$ cat src/rtl/i2c_master_defs.svh
/*
 * Constants for the byte-transfer I2C master: sizes, bus timing, the ack bit index.
 * Assumes a 100 MHz system clock; included by the package and the modules.
 */
`ifndef I2C_MASTER_DEFS_SVH
`define I2C_MASTER_DEFS_SVH

`define I2C_CLK_PERIOD_NS 10
`define I2C_PIN_COUNT 8
`define I2C_PIN_SEL_W 3
`define I2C_PREFIX_SLOTS 5
`define I2C_ADDR_W 7
`define I2C_COUNT_W 8
`define I2C_TX_W 16
`define I2C_QLEN_W 10

// bit periods, ns, one per selectable rate
`define I2C_BIT_NS_350K 2857
`define I2C_BIT_NS_400K 2500
`define I2C_BIT_NS_100K 10000
`define I2C_BIT_NS_50K 20000

// a bit is four quarters; a least time, so round up
`define I2C_QUARTER_CYC(ns) (((ns) + 4 * `I2C_CLK_PERIOD_NS - 1) / (4 * `I2C_CLK_PERIOD_NS))

`define I2C_ACK_BIT 4'h8

`endif

$ cat src/rtl/i2c_master_pkg.sv
/*
 * Types shared by the byte-transfer I2C master and its bit engine.
 * Assumes i2c_master_defs.svh for all sizes.
 */
`include "i2c_master_defs.svh"

package i2c_master_pkg;

    typedef enum logic [1:0] {
        RATE_350K = 2'h0,
        RATE_400K = 2'h1,
        RATE_100K = 2'h2,
        RATE_50K = 2'h3
    } bus_rate_select_t;

    typedef enum logic [1:0] {
        OP_START = 2'h0,
        OP_STOP = 2'h1,
        OP_BIT = 2'h2
    } bit_op_t;

    // gray codes along idle-start-addr-write-restart-read-stop-done
    typedef enum logic [2:0] {
        ST_IDLE = 3'h0,
        ST_START = 3'h1,
        ST_ADDR = 3'h3,
        ST_WBYTE = 3'h2,
        ST_RESTART = 3'h6,
        ST_RBYTE = 3'h7,
        ST_STOP = 3'h5,
        ST_DONE = 3'h4
    } xfer_state_t;

    // skip set stands for a slot holding -1
    typedef struct packed {
        logic skip;
        logic [7:0] value;
    } prefix_byte_t;

    typedef struct packed {
        logic is_read;
        logic [`I2C_ADDR_W-1:0] target_address;
        logic [`I2C_PIN_SEL_W-1:0] sda_pin;
        logic [`I2C_PIN_SEL_W-1:0] scl_pin;
        logic [`I2C_COUNT_W-1:0] byte_count;
        prefix_byte_t [`I2C_PREFIX_SLOTS-1:0] prefix_byte;
    } xfer_cmd_t;

endpackage

$ cat src/rtl/i2c_master_byte_transfer.sv
/*
 * Byte-oriented I2C master: write transactions from a transmit stream,
 * read transactions with up to five prefix bytes into a receive stream.
 * Assumes open-drain pins with external pull-ups and a single 100 MHz clock.
 */
// What this block does
// - data and clock pins chosen per transaction
// - each transaction addresses the caller's target
// - up to five prefix bytes; skipped slots unsent
// - first slot skipped means no write phase
// - prefix written directly ahead of the read
// - read exactly byte_count bytes, in order
// - every data unit is one byte
// - write sends byte_count bytes from transmit stream
// - only the low byte of transmit data sent
// - write reports 1 on slave address acknowledge, else 0
// - default rate about 350 kbit/s after reset
// - rate selectable 400, 100 or 50 kbit/s
`timescale 1ns/100ps
`default_nettype none
`include "i2c_master_defs.svh"

module i2c_master_byte_transfer
    import i2c_master_pkg::*;
(
    input wire logic clk,
    input wire logic sys_rst,
    input wire logic cmd_valid,
    output logic cmd_ready,
    input wire xfer_cmd_t cmd,
    input wire logic rate_set,
    input wire bus_rate_select_t bus_rate_select,
    input wire logic [`I2C_TX_W-1:0] tx_data,
    input wire logic tx_valid,
    output logic tx_ready,
    output logic [7:0] rx_data,
    output logic rx_valid,
    output logic done,
    output logic ack_result,
    input wire logic [`I2C_PIN_COUNT-1:0] pin_in,
    output logic [`I2C_PIN_COUNT-1:0] pin_out,
    output logic [`I2C_PIN_COUNT-1:0] pin_oe_n
);

    xfer_state_t state_q;
    bus_rate_select_t rate_q;
    logic [`I2C_QLEN_W-1:0] quarter_len;
    logic is_read_q;
    logic [`I2C_ADDR_W-1:0] addr_q;
    logic [`I2C_PIN_SEL_W-1:0] sda_sel_q;
    logic [`I2C_PIN_SEL_W-1:0] scl_sel_q;
    logic [`I2C_COUNT_W-1:0] remaining_q;
    logic [7:0] prefix_q [`I2C_PREFIX_SLOTS];
    logic [`I2C_PREFIX_SLOTS-1:0] pre_mask_q;
    logic [7:0] shift_q;
    logic [3:0] bit_cnt_q;
    logic addr_rd_q;
    logic load_q;
    logic issued_q;
    logic need_bit;
    logic bit_go;
    bit_op_t bit_op;
    logic bit_tx;
    logic bit_done;
    logic bit_rx;
    logic scl_low;
    logic sda_low;
    logic sda_in;
    logic [`I2C_PIN_COUNT-1:0] sync1_q;
    logic [`I2C_PIN_COUNT-1:0] sync2_q;
    logic [`I2C_PREFIX_SLOTS-1:0] start_mask;

    // rate register, 350k out of reset
    always_ff @(posedge clk or posedge sys_rst) begin
        if (sys_rst) begin
            rate_q <= RATE_350K;
        end else if (rate_set) begin
            rate_q <= bus_rate_select;
        end
    end

    always_comb begin
        case (rate_q)
            RATE_400K: quarter_len = `I2C_QLEN_W'(`I2C_QUARTER_CYC(`I2C_BIT_NS_400K));
            RATE_100K: quarter_len = `I2C_QLEN_W'(`I2C_QUARTER_CYC(`I2C_BIT_NS_100K));
            RATE_50K: quarter_len = `I2C_QLEN_W'(`I2C_QUARTER_CYC(`I2C_BIT_NS_50K));
            default: quarter_len = `I2C_QLEN_W'(`I2C_QUARTER_CYC(`I2C_BIT_NS_350K));
        endcase
    end

    // a skipped first slot drops the whole write phase
    always_comb begin
        for (int i = 0; i < `I2C_PREFIX_SLOTS; i++) begin
            start_mask[i] = ~cmd.prefix_byte[i].skip & ~cmd.prefix_byte[0].skip;
        end
    end

    assign cmd_ready = (state_q == ST_IDLE);
    assign need_bit = (state_q != ST_IDLE) && (state_q != ST_DONE) &&
                      !((state_q == ST_WBYTE) && load_q);
    assign bit_go = need_bit && !issued_q;
    assign tx_ready = (state_q == ST_WBYTE) && load_q && !is_read_q && (remaining_q != '0);

    always_comb begin
        case (state_q)
            ST_START, ST_RESTART: bit_op = OP_START;
            ST_STOP: bit_op = OP_STOP;
            default: bit_op = OP_BIT;
        endcase
    end

    always_comb begin
        if (bit_cnt_q == `I2C_ACK_BIT) begin
            // master acks a read byte only while more are to come
            bit_tx = (state_q == ST_RBYTE) ? (remaining_q == `I2C_COUNT_W'(1)) : 1'b1;
        end else begin
            bit_tx = (state_q == ST_RBYTE) ? 1'b1 : shift_q[7];
        end
    end

    always_ff @(posedge clk or posedge sys_rst) begin
        if (sys_rst) begin
            issued_q <= 1'b0;
        end else if (bit_go) begin
            issued_q <= 1'b1;
        end else if (bit_done) begin
            issued_q <= 1'b0;
        end
    end

    // transaction sequencing
    always_ff @(posedge clk or posedge sys_rst) begin
        if (sys_rst) begin
            state_q <= ST_IDLE;
            is_read_q <= 1'b0;
            addr_q <= '0;
            sda_sel_q <= '0;
            scl_sel_q <= '0;
            remaining_q <= '0;
            pre_mask_q <= '0;
            for (int i = 0; i < `I2C_PREFIX_SLOTS; i++) begin
                prefix_q[i] <= 8'h00;
            end
            shift_q <= 8'h00;
            bit_cnt_q <= 4'h0;
            addr_rd_q <= 1'b0;
            load_q <= 1'b0;
            rx_data <= 8'h00;
            rx_valid <= 1'b0;
            done <= 1'b0;
            ack_result <= 1'b0;
        end else begin
            rx_valid <= 1'b0;
            done <= 1'b0;
            case (state_q)
                ST_IDLE: begin
                    if (cmd_valid) begin
                        is_read_q <= cmd.is_read;
                        addr_q <= cmd.target_address;
                        sda_sel_q <= cmd.sda_pin;
                        scl_sel_q <= cmd.scl_pin;
                        remaining_q <= cmd.byte_count;
                        pre_mask_q <= start_mask;
                        for (int i = 0; i < `I2C_PREFIX_SLOTS; i++) begin
                            prefix_q[i] <= cmd.prefix_byte[i].value;
                        end
                        ack_result <= 1'b0;
                        state_q <= ST_START;
                    end
                end
                ST_START, ST_RESTART: begin
                    if (bit_done) begin
                        // read bit straight away when no write phase is due
                        addr_rd_q <= (state_q == ST_RESTART) ||
                                     (is_read_q && pre_mask_q == '0);
                        shift_q <= {addr_q, (state_q == ST_RESTART) ||
                                    (is_read_q && pre_mask_q == '0)};
                        bit_cnt_q <= 4'h0;
                        state_q <= ST_ADDR;
                    end
                end
                ST_ADDR: begin
                    if (bit_done) begin
                        if (bit_cnt_q != `I2C_ACK_BIT) begin
                            shift_q <= {shift_q[6:0], 1'b0};
                            bit_cnt_q <= bit_cnt_q + 4'h1;
                        end else if (bit_rx) begin
                            state_q <= ST_STOP;
                        end else begin
                            ack_result <= 1'b1;
                            bit_cnt_q <= 4'h0;
                            if (!addr_rd_q) begin
                                load_q <= 1'b1;
                                state_q <= ST_WBYTE;
                            end else if (remaining_q == '0) begin
                                state_q <= ST_STOP;
                            end else begin
                                state_q <= ST_RBYTE;
                            end
                        end
                    end
                end
                ST_WBYTE: begin
                    if (load_q) begin
                        bit_cnt_q <= 4'h0;
                        if (is_read_q) begin
                            // one slot per cycle; skipped ones just shift out
                            if (pre_mask_q == '0) begin
                                load_q <= 1'b0;
                                state_q <= ST_RESTART;
                            end else begin
                                if (pre_mask_q[0]) begin
                                    shift_q <= prefix_q[0];
                                    load_q <= 1'b0;
                                end
                                pre_mask_q <= pre_mask_q >> 1;
                                for (int i = 0; i < `I2C_PREFIX_SLOTS - 1; i++) begin
                                    prefix_q[i] <= prefix_q[i+1];
                                end
                            end
                        end else if (remaining_q == '0) begin
                            load_q <= 1'b0;
                            state_q <= ST_STOP;
                        end else if (tx_valid) begin
                            shift_q <= tx_data[7:0];
                            remaining_q <= remaining_q - `I2C_COUNT_W'(1);
                            load_q <= 1'b0;
                        end
                    end else if (bit_done) begin
                        if (bit_cnt_q != `I2C_ACK_BIT) begin
                            shift_q <= {shift_q[6:0], 1'b0};
                            bit_cnt_q <= bit_cnt_q + 4'h1;
                        end else if (bit_rx) begin
                            // a refused data byte ends the transfer early
                            state_q <= ST_STOP;
                        end else begin
                            load_q <= 1'b1;
                        end
                    end
                end
                ST_RBYTE: begin
                    if (bit_done) begin
                        if (bit_cnt_q != `I2C_ACK_BIT) begin
                            shift_q <= {shift_q[6:0], bit_rx};
                            bit_cnt_q <= bit_cnt_q + 4'h1;
                        end else begin
                            rx_data <= shift_q;
                            rx_valid <= 1'b1;
                            remaining_q <= remaining_q - `I2C_COUNT_W'(1);
                            bit_cnt_q <= 4'h0;
                            if (remaining_q == `I2C_COUNT_W'(1)) begin
                                state_q <= ST_STOP;
                            end
                        end
                    end
                end
                ST_STOP: begin
                    if (bit_done) begin
                        done <= 1'b1;
                        state_q <= ST_DONE;
                    end
                end
                ST_DONE: begin
                    state_q <= ST_IDLE;
                end
                default: begin
                    state_q <= ST_IDLE;
                end
            endcase
        end
    end

    i2c_bit_engine i_i2c_bit_engine (
        .clk(clk),
        .sys_rst(sys_rst),
        .go(bit_go),
        .op(bit_op),
        .tx_bit(bit_tx),
        .quarter_len(quarter_len),
        .sda_in(sda_in),
        .done(bit_done),
        .rx_bit(bit_rx),
        .scl_low(scl_low),
        .sda_low(sda_low)
    );

    assign sda_in = sync2_q[sda_sel_q];

    // pins are open drain: only ever pulled low, released otherwise
    genvar g;
    generate
        for (g = 0; g < `I2C_PIN_COUNT; g++) begin : g_pin
            always_ff @(posedge clk or posedge sys_rst) begin
                if (sys_rst) begin
                    sync1_q[g] <= 1'b1;
                    sync2_q[g] <= 1'b1;
                    pin_oe_n[g] <= 1'b1;
                    pin_out[g] <= 1'b0;
                end else begin
                    sync1_q[g] <= pin_in[g];
                    sync2_q[g] <= sync1_q[g];
                    pin_oe_n[g] <= ~((sda_low && sda_sel_q == `I2C_PIN_SEL_W'(g)) ||
                                     (scl_low && scl_sel_q == `I2C_PIN_SEL_W'(g)));
                    pin_out[g] <= 1'b0;
                end
            end
        end
    endgenerate

endmodule

`default_nettype wire

$ cat src/rtl/i2c_bit_engine.sv
/*
 * One I2C bus symbol (START, STOP or one data bit) in four equal quarters.
 * Assumes sda_in is already synchronised and go comes only while not busy.
 */
`timescale 1ns/100ps
`default_nettype none
`include "i2c_master_defs.svh"

module i2c_bit_engine
    import i2c_master_pkg::*;
(
    input wire logic clk,
    input wire logic sys_rst,
    input wire logic go,
    input wire bit_op_t op,
    input wire logic tx_bit,
    input wire logic [`I2C_QLEN_W-1:0] quarter_len,
    input wire logic sda_in,
    output logic done,
    output logic rx_bit,
    output logic scl_low,
    output logic sda_low
);

    logic busy_q;
    logic [1:0] phase_q;
    logic [`I2C_QLEN_W-1:0] cnt_q;
    bit_op_t op_q;
    logic val_q;
    logic quarter_end;

    assign quarter_end = (cnt_q == quarter_len - `I2C_QLEN_W'(1));

    always_ff @(posedge clk or posedge sys_rst) begin
        if (sys_rst) begin
            busy_q <= 1'b0;
            phase_q <= 2'h0;
            cnt_q <= '0;
            op_q <= OP_STOP;
            val_q <= 1'b1;
            done <= 1'b0;
        end else begin
            done <= 1'b0;
            if (go) begin
                busy_q <= 1'b1;
                phase_q <= 2'h0;
                cnt_q <= '0;
                op_q <= op;
                val_q <= tx_bit;
            end else if (busy_q) begin
                if (quarter_end) begin
                    cnt_q <= '0;
                    phase_q <= phase_q + 2'h1;
                    if (phase_q == 2'h3) begin
                        busy_q <= 1'b0;
                        done <= 1'b1;
                    end
                end else begin
                    cnt_q <= cnt_q + `I2C_QLEN_W'(1);
                end
            end
        end
    end

    // sample at the end of the high half of scl, just before it falls
    always_ff @(posedge clk or posedge sys_rst) begin
        if (sys_rst) begin
            rx_bit <= 1'b1;
        end else if (busy_q && quarter_end && phase_q == 2'h2) begin
            rx_bit <= sda_in;
        end
    end

    // levels hold after the symbol so scl stays low between bits
    always_ff @(posedge clk or posedge sys_rst) begin
        if (sys_rst) begin
            scl_low <= 1'b0;
            sda_low <= 1'b0;
        end else if (busy_q) begin
            case (op_q)
                OP_START: begin
                    // scl low first, so this also serves as a repeated start
                    scl_low <= (phase_q == 2'h0) || (phase_q == 2'h3);
                    sda_low <= phase_q[1];
                end
                OP_STOP: begin
                    scl_low <= (phase_q == 2'h0);
                    sda_low <= ~phase_q[1];
                end
                OP_BIT: begin
                    scl_low <= (phase_q == 2'h0) || (phase_q == 2'h3);
                    sda_low <= ~val_q;
                end
                default: begin
                    scl_low <= 1'b0;
                    sda_low <= 1'b0;
                end
            endcase
        end
    end

endmodule

`default_nettype wire

$ cat config.mk
export PLATFORM = sky130hd
export DESIGN_NAME = i2c_master_byte_transfer
export DESIGN_NICKNAME = d
export VERILOG_FILES = /design/src/rtl/i2c_master_pkg.sv /design/src/rtl/i2c_master_byte_transfer.sv /design/src/rtl/i2c_bit_engine.sv
export VERILOG_INCLUDE_DIRS = /design/src /design/src/rtl
export SDC_FILE = /design/constraint.sdc
export NUM_CORES = 1
export LEC_CHECK = 0
export ABC_AREA = 1
export BUFFER_PORTS_ARGS = -buffer_cell sky130_fd_sc_hd__buf_2
export CORE_ASPECT_RATIO = 2
export CORE_UTILIZATION = 35
export DETAILED_ROUTE_END_ITERATION = 8
export GPL_ROUTABILITY_DRIVEN = 1
export SYNTH_ARGS = -nofsm -noshare
export SYNTH_HDL_FRONTEND = slang
export SYNTH_SLANG_ARGS = --single-unit
$ cat constraint.sdc
create_clock -name clk -period 4.4 [get_ports clk]
set_input_delay 0.66 -clock clk [delete_from_list [all_inputs] [get_ports clk]]
set_output_delay 0.66 -clock clk [all_outputs]
set_load 0.01 [all_outputs]
==> impl_results.md <==
- Hold buffers post-CTS: 0
- Worst-Margin Slew: 0.855 ns
- H-tree depth: 4
- Initial antenna violation count: 0
- Main synth FF type: dfrtp_1
- CTS resizes: 0
- Clock Latency Late Sink: approximately 0.43 ns
- Pin count of the biggest net entering global routing: 70
- Post-CTS Setup Inserts: 0
- Max Fanout on Critical Path: 6
- Max-slew violations: 0
- WL per Instance: 14.1 um
- Register area share after synthesis: 0.481
- Placed instance count: between 1,000 and 1,500
- Post-synthesis async set-or-reset flop share: 1.00
- Final core occ: 0.420
- First-pass GRT wire length: between 30 and 40 mm
- Finish-stage setup viols: 0
- Die width: about 110 um
- CTS tree: built
- Yosys top cell area share: 0.386
- CP Data Arrival Time: between 1.5 and 2 ns
- Min Tclk post-route: 2.52 ns
- Post-synth cell types: 38
- Buf/Inv on CP: 2
- Worst Path Required: 3.74 ns
- Synth top area cells: dfrtp_1 39%, nand2_1 14%, dfstp_2 9.5%
- Maxcap violations: 0
- Core area: 20,900 um2
- Power density over the cells: 636 nW/um2
- Leak: about 4.4 nW
- Post-Route WL: around 19 mm
- Gr ovfl total: 0
- F_max: between 300 and 400 MHz
- DP Area: approximately 8200 um2
- Chip Height: approximately 210 um
- Io pins: around 130
- Fin nets: roughly 1,200
- Routed Antenna Nets: 0
- Most used cell, CP: nor2_1
- Worst Clk Skew: ~0.0074 ns
- Status: finished, final reports clean
- Crit start category: register
- DRC Markers: 0
- Router iterations before antenna repair: 7
- Port Buffer Count: 110
- Mapped cell area: approximately 7500 um2
- Detailed Route Iter0 Violations: 391
- Crit path kind: reg -> out
- Clk sink count: 142
- Layout Cells excl Fill: 1,350
- Root buffer cell: clkbuf_16
- Syn Inst Count: approximately 960
- Min-Delay Path Class: in -> reg
- Diodes inserted: 0
- Sum Neg Setup Slack: 0 ns
- CP cell instances: inv_1 > ha_1 > nand2_1 > nor2_1 > nor2_1 > buf_2
- Layout cells sized above 1: 0.184
- Number of synthesized flops with an enable pin: 0
- Post-route cell area: between 8000 and 9000 um2
- Avg Inst Size Synth: approximately 7.7 um2
- Layout area overhead: 17.6%
- Via Count: approximately 6,500
- Slowest CP cell: dfrtp_1
- Total GRT Usage: 0.185
- Placement row count: 75
- Area leader, netlist: dfrtp_1
- Ys Warns: 0
- Final worst path period share: 0.574
- Crit. End Element: output port
- Hpwl dp: around 14 mm
- Drt via density: 4.78
- Unrepaired setup endpoints after global routing: false
- Vias in the first global route: roughly 6,400
- Maximum VDD drop: roughly 0.00032 V
- Clock slew at reported path FFs: ~0.060 ns
- Top cell family by delay on the critical path: simple AND/OR/NAND/NOR gates
- Die area: roughly 22,000 um2
- CP max stage delay: between 0.3 and 0.4 ns
- Max_slew headroom: 0.429
- Initial Util: 0.357
- Seq cells post-synth: approximately 140
- Top-count cell post-synth: nand2_1
- Final hold vios: 0
- Synth top cells by count: 287 x nand2_1, 120 x inv_1, 115 x dfrtp_1
- Max clock buf depth: 2
- CTS buffer count: 17
- Final GP Congestion: roughly 0.94
-- metal layers --
metal,global-route usage,up-vias,share of wire
li1,-,3282,-
met1,0.190,3010,0.38
met5,0,-,0
met3,0.0439,31,0.039
met4,0.0869,0,0.033
met2,0.346,136,0.55
-- registers in the layout, indices dropped and copies added (netlist names), 4 cells and up --
name and flops:
addr_q 7, pre_mask_q 5, i_i2c_bit_engine.cnt_q 10, prefix_q 40, rx_data 8, remaining_q 8
shift_q 8, pin_oe_n 8, bit_cnt_q 4, sync2_q 8, sync1_q 8
-- where the power goes --
part	switching, W	internal (W)	total (W)
clock network	0.000554	0.000777	0.00133
registers	0.000270	0.00176	0.00203
logic	0.00153	0.000696	0.00223
-- logic make-up (layout without fill, tap and decap cells) --
group                    count (synthesis)  in the layout  share of synthesized area
adder cells (fa/ha/maj)                 17             17                     0.0285
multiplexers                             1              1                    0.00151
buffers and inverters                  165            275                     0.0909
other                                    1              8                   0.000502
flip-flops                             142            142                      0.481
XOR/XNOR                                12             12                     0.0141
AND/OR/NAND/NOR                        449            449                      0.256
AO/OA/AOI/OAI                          177            177                      0.127
-- layout by cell type (no fill, tap or decap), types with 2 or more instances in the layout --
master and n:
a22oi_1 8, ha_1 17, nand3_1 76, nand4_1 11, conb_1 8, nor2_2 3
inv_2 8, inv_4 3, nor2_1 48, clkbuf_8 2, xnor2_1 3, clkinv_2 7
a21oi_1 23, nor2_4 6, nand3b_1 3, nand2_1 287, o31ai_1 2, o21ai_0 109
clkbuf_16 18, buf_2 110, inv_1 119, o211ai_1 11, buf_4 4, or2_2 2
dfstp_2 27, o22ai_1 2, dfrtp_1 115, nor3_1 6, o21ai_1 19, xor2_1 9
nand2_2 2
-- worst reg2reg max path: stages (launching register included) --
cell and delay (ns):
dfrtp_1 0.47, inv_2 0.08, nor2_4 0.12, nand2_2 0.13, buf_4 0.33, o21ai_1 0.29
inv_2 0.07, nor2_4 0.07, buf_4 0.47, nand2_1 0.15, o21ai_0 0.10
-- per-stage QoR --
| step | hold slack (ns) | power [W] | setup WS [ns] |
|---|---|---|---|
| 2_1_floorplan | 0.345 | 0.00368 | 1.98 |
| 3_3_place_gp | 0.346 | 0.00424 | 1.81 |
| 3_5_place_dp | 0.347 | 0.00428 | 1.74 |
| 4_1_cts | 0.302 | 0.00565 | 1.82 |
| 5_1_grt | 0.310 | 0.00606 | 1.71 |
| 6_report | 0.328 | 0.00559 | 1.88 |
-- final cells by class --
cell class	instances	area, um2
fillers	2156	12100
flip-flops and latches	142	3590
multi-input cells	664	3230
repair buffers	115	601
inverters	128	484
clock buffers	21	482
well taps	269	337
clock inverters	11	62.6
-- final timing paths --
path	from	endpoint	slack [ns]	depth (start not counted)
setup / recovery	remaining_q[0]$_DFFE_PP0P_	tx_ready	1.88	6
hold / removal	pin_in[6]	sync1_q[6]$_DFF_PP1_	0.33	1
setup reg to reg	state_q[1]$_DFFE_PP0P_	prefix_q[32]$_DFFE_PP0P_	2.05	10
hold reg to reg	sync1_q[3]$_DFF_PP1_	sync2_q[3]$_DFF_PP1_	0.35	0
max in group asynchronous	sys_rst	i_i2c_bit_engine.val_q$_DFFE_PP1P_	3.02	3
min in group asynchronous	sys_rst	sda_sel_q[1]$_DFFE_PP0P_	0.40	2
Power figures use the tool's default switching activity.
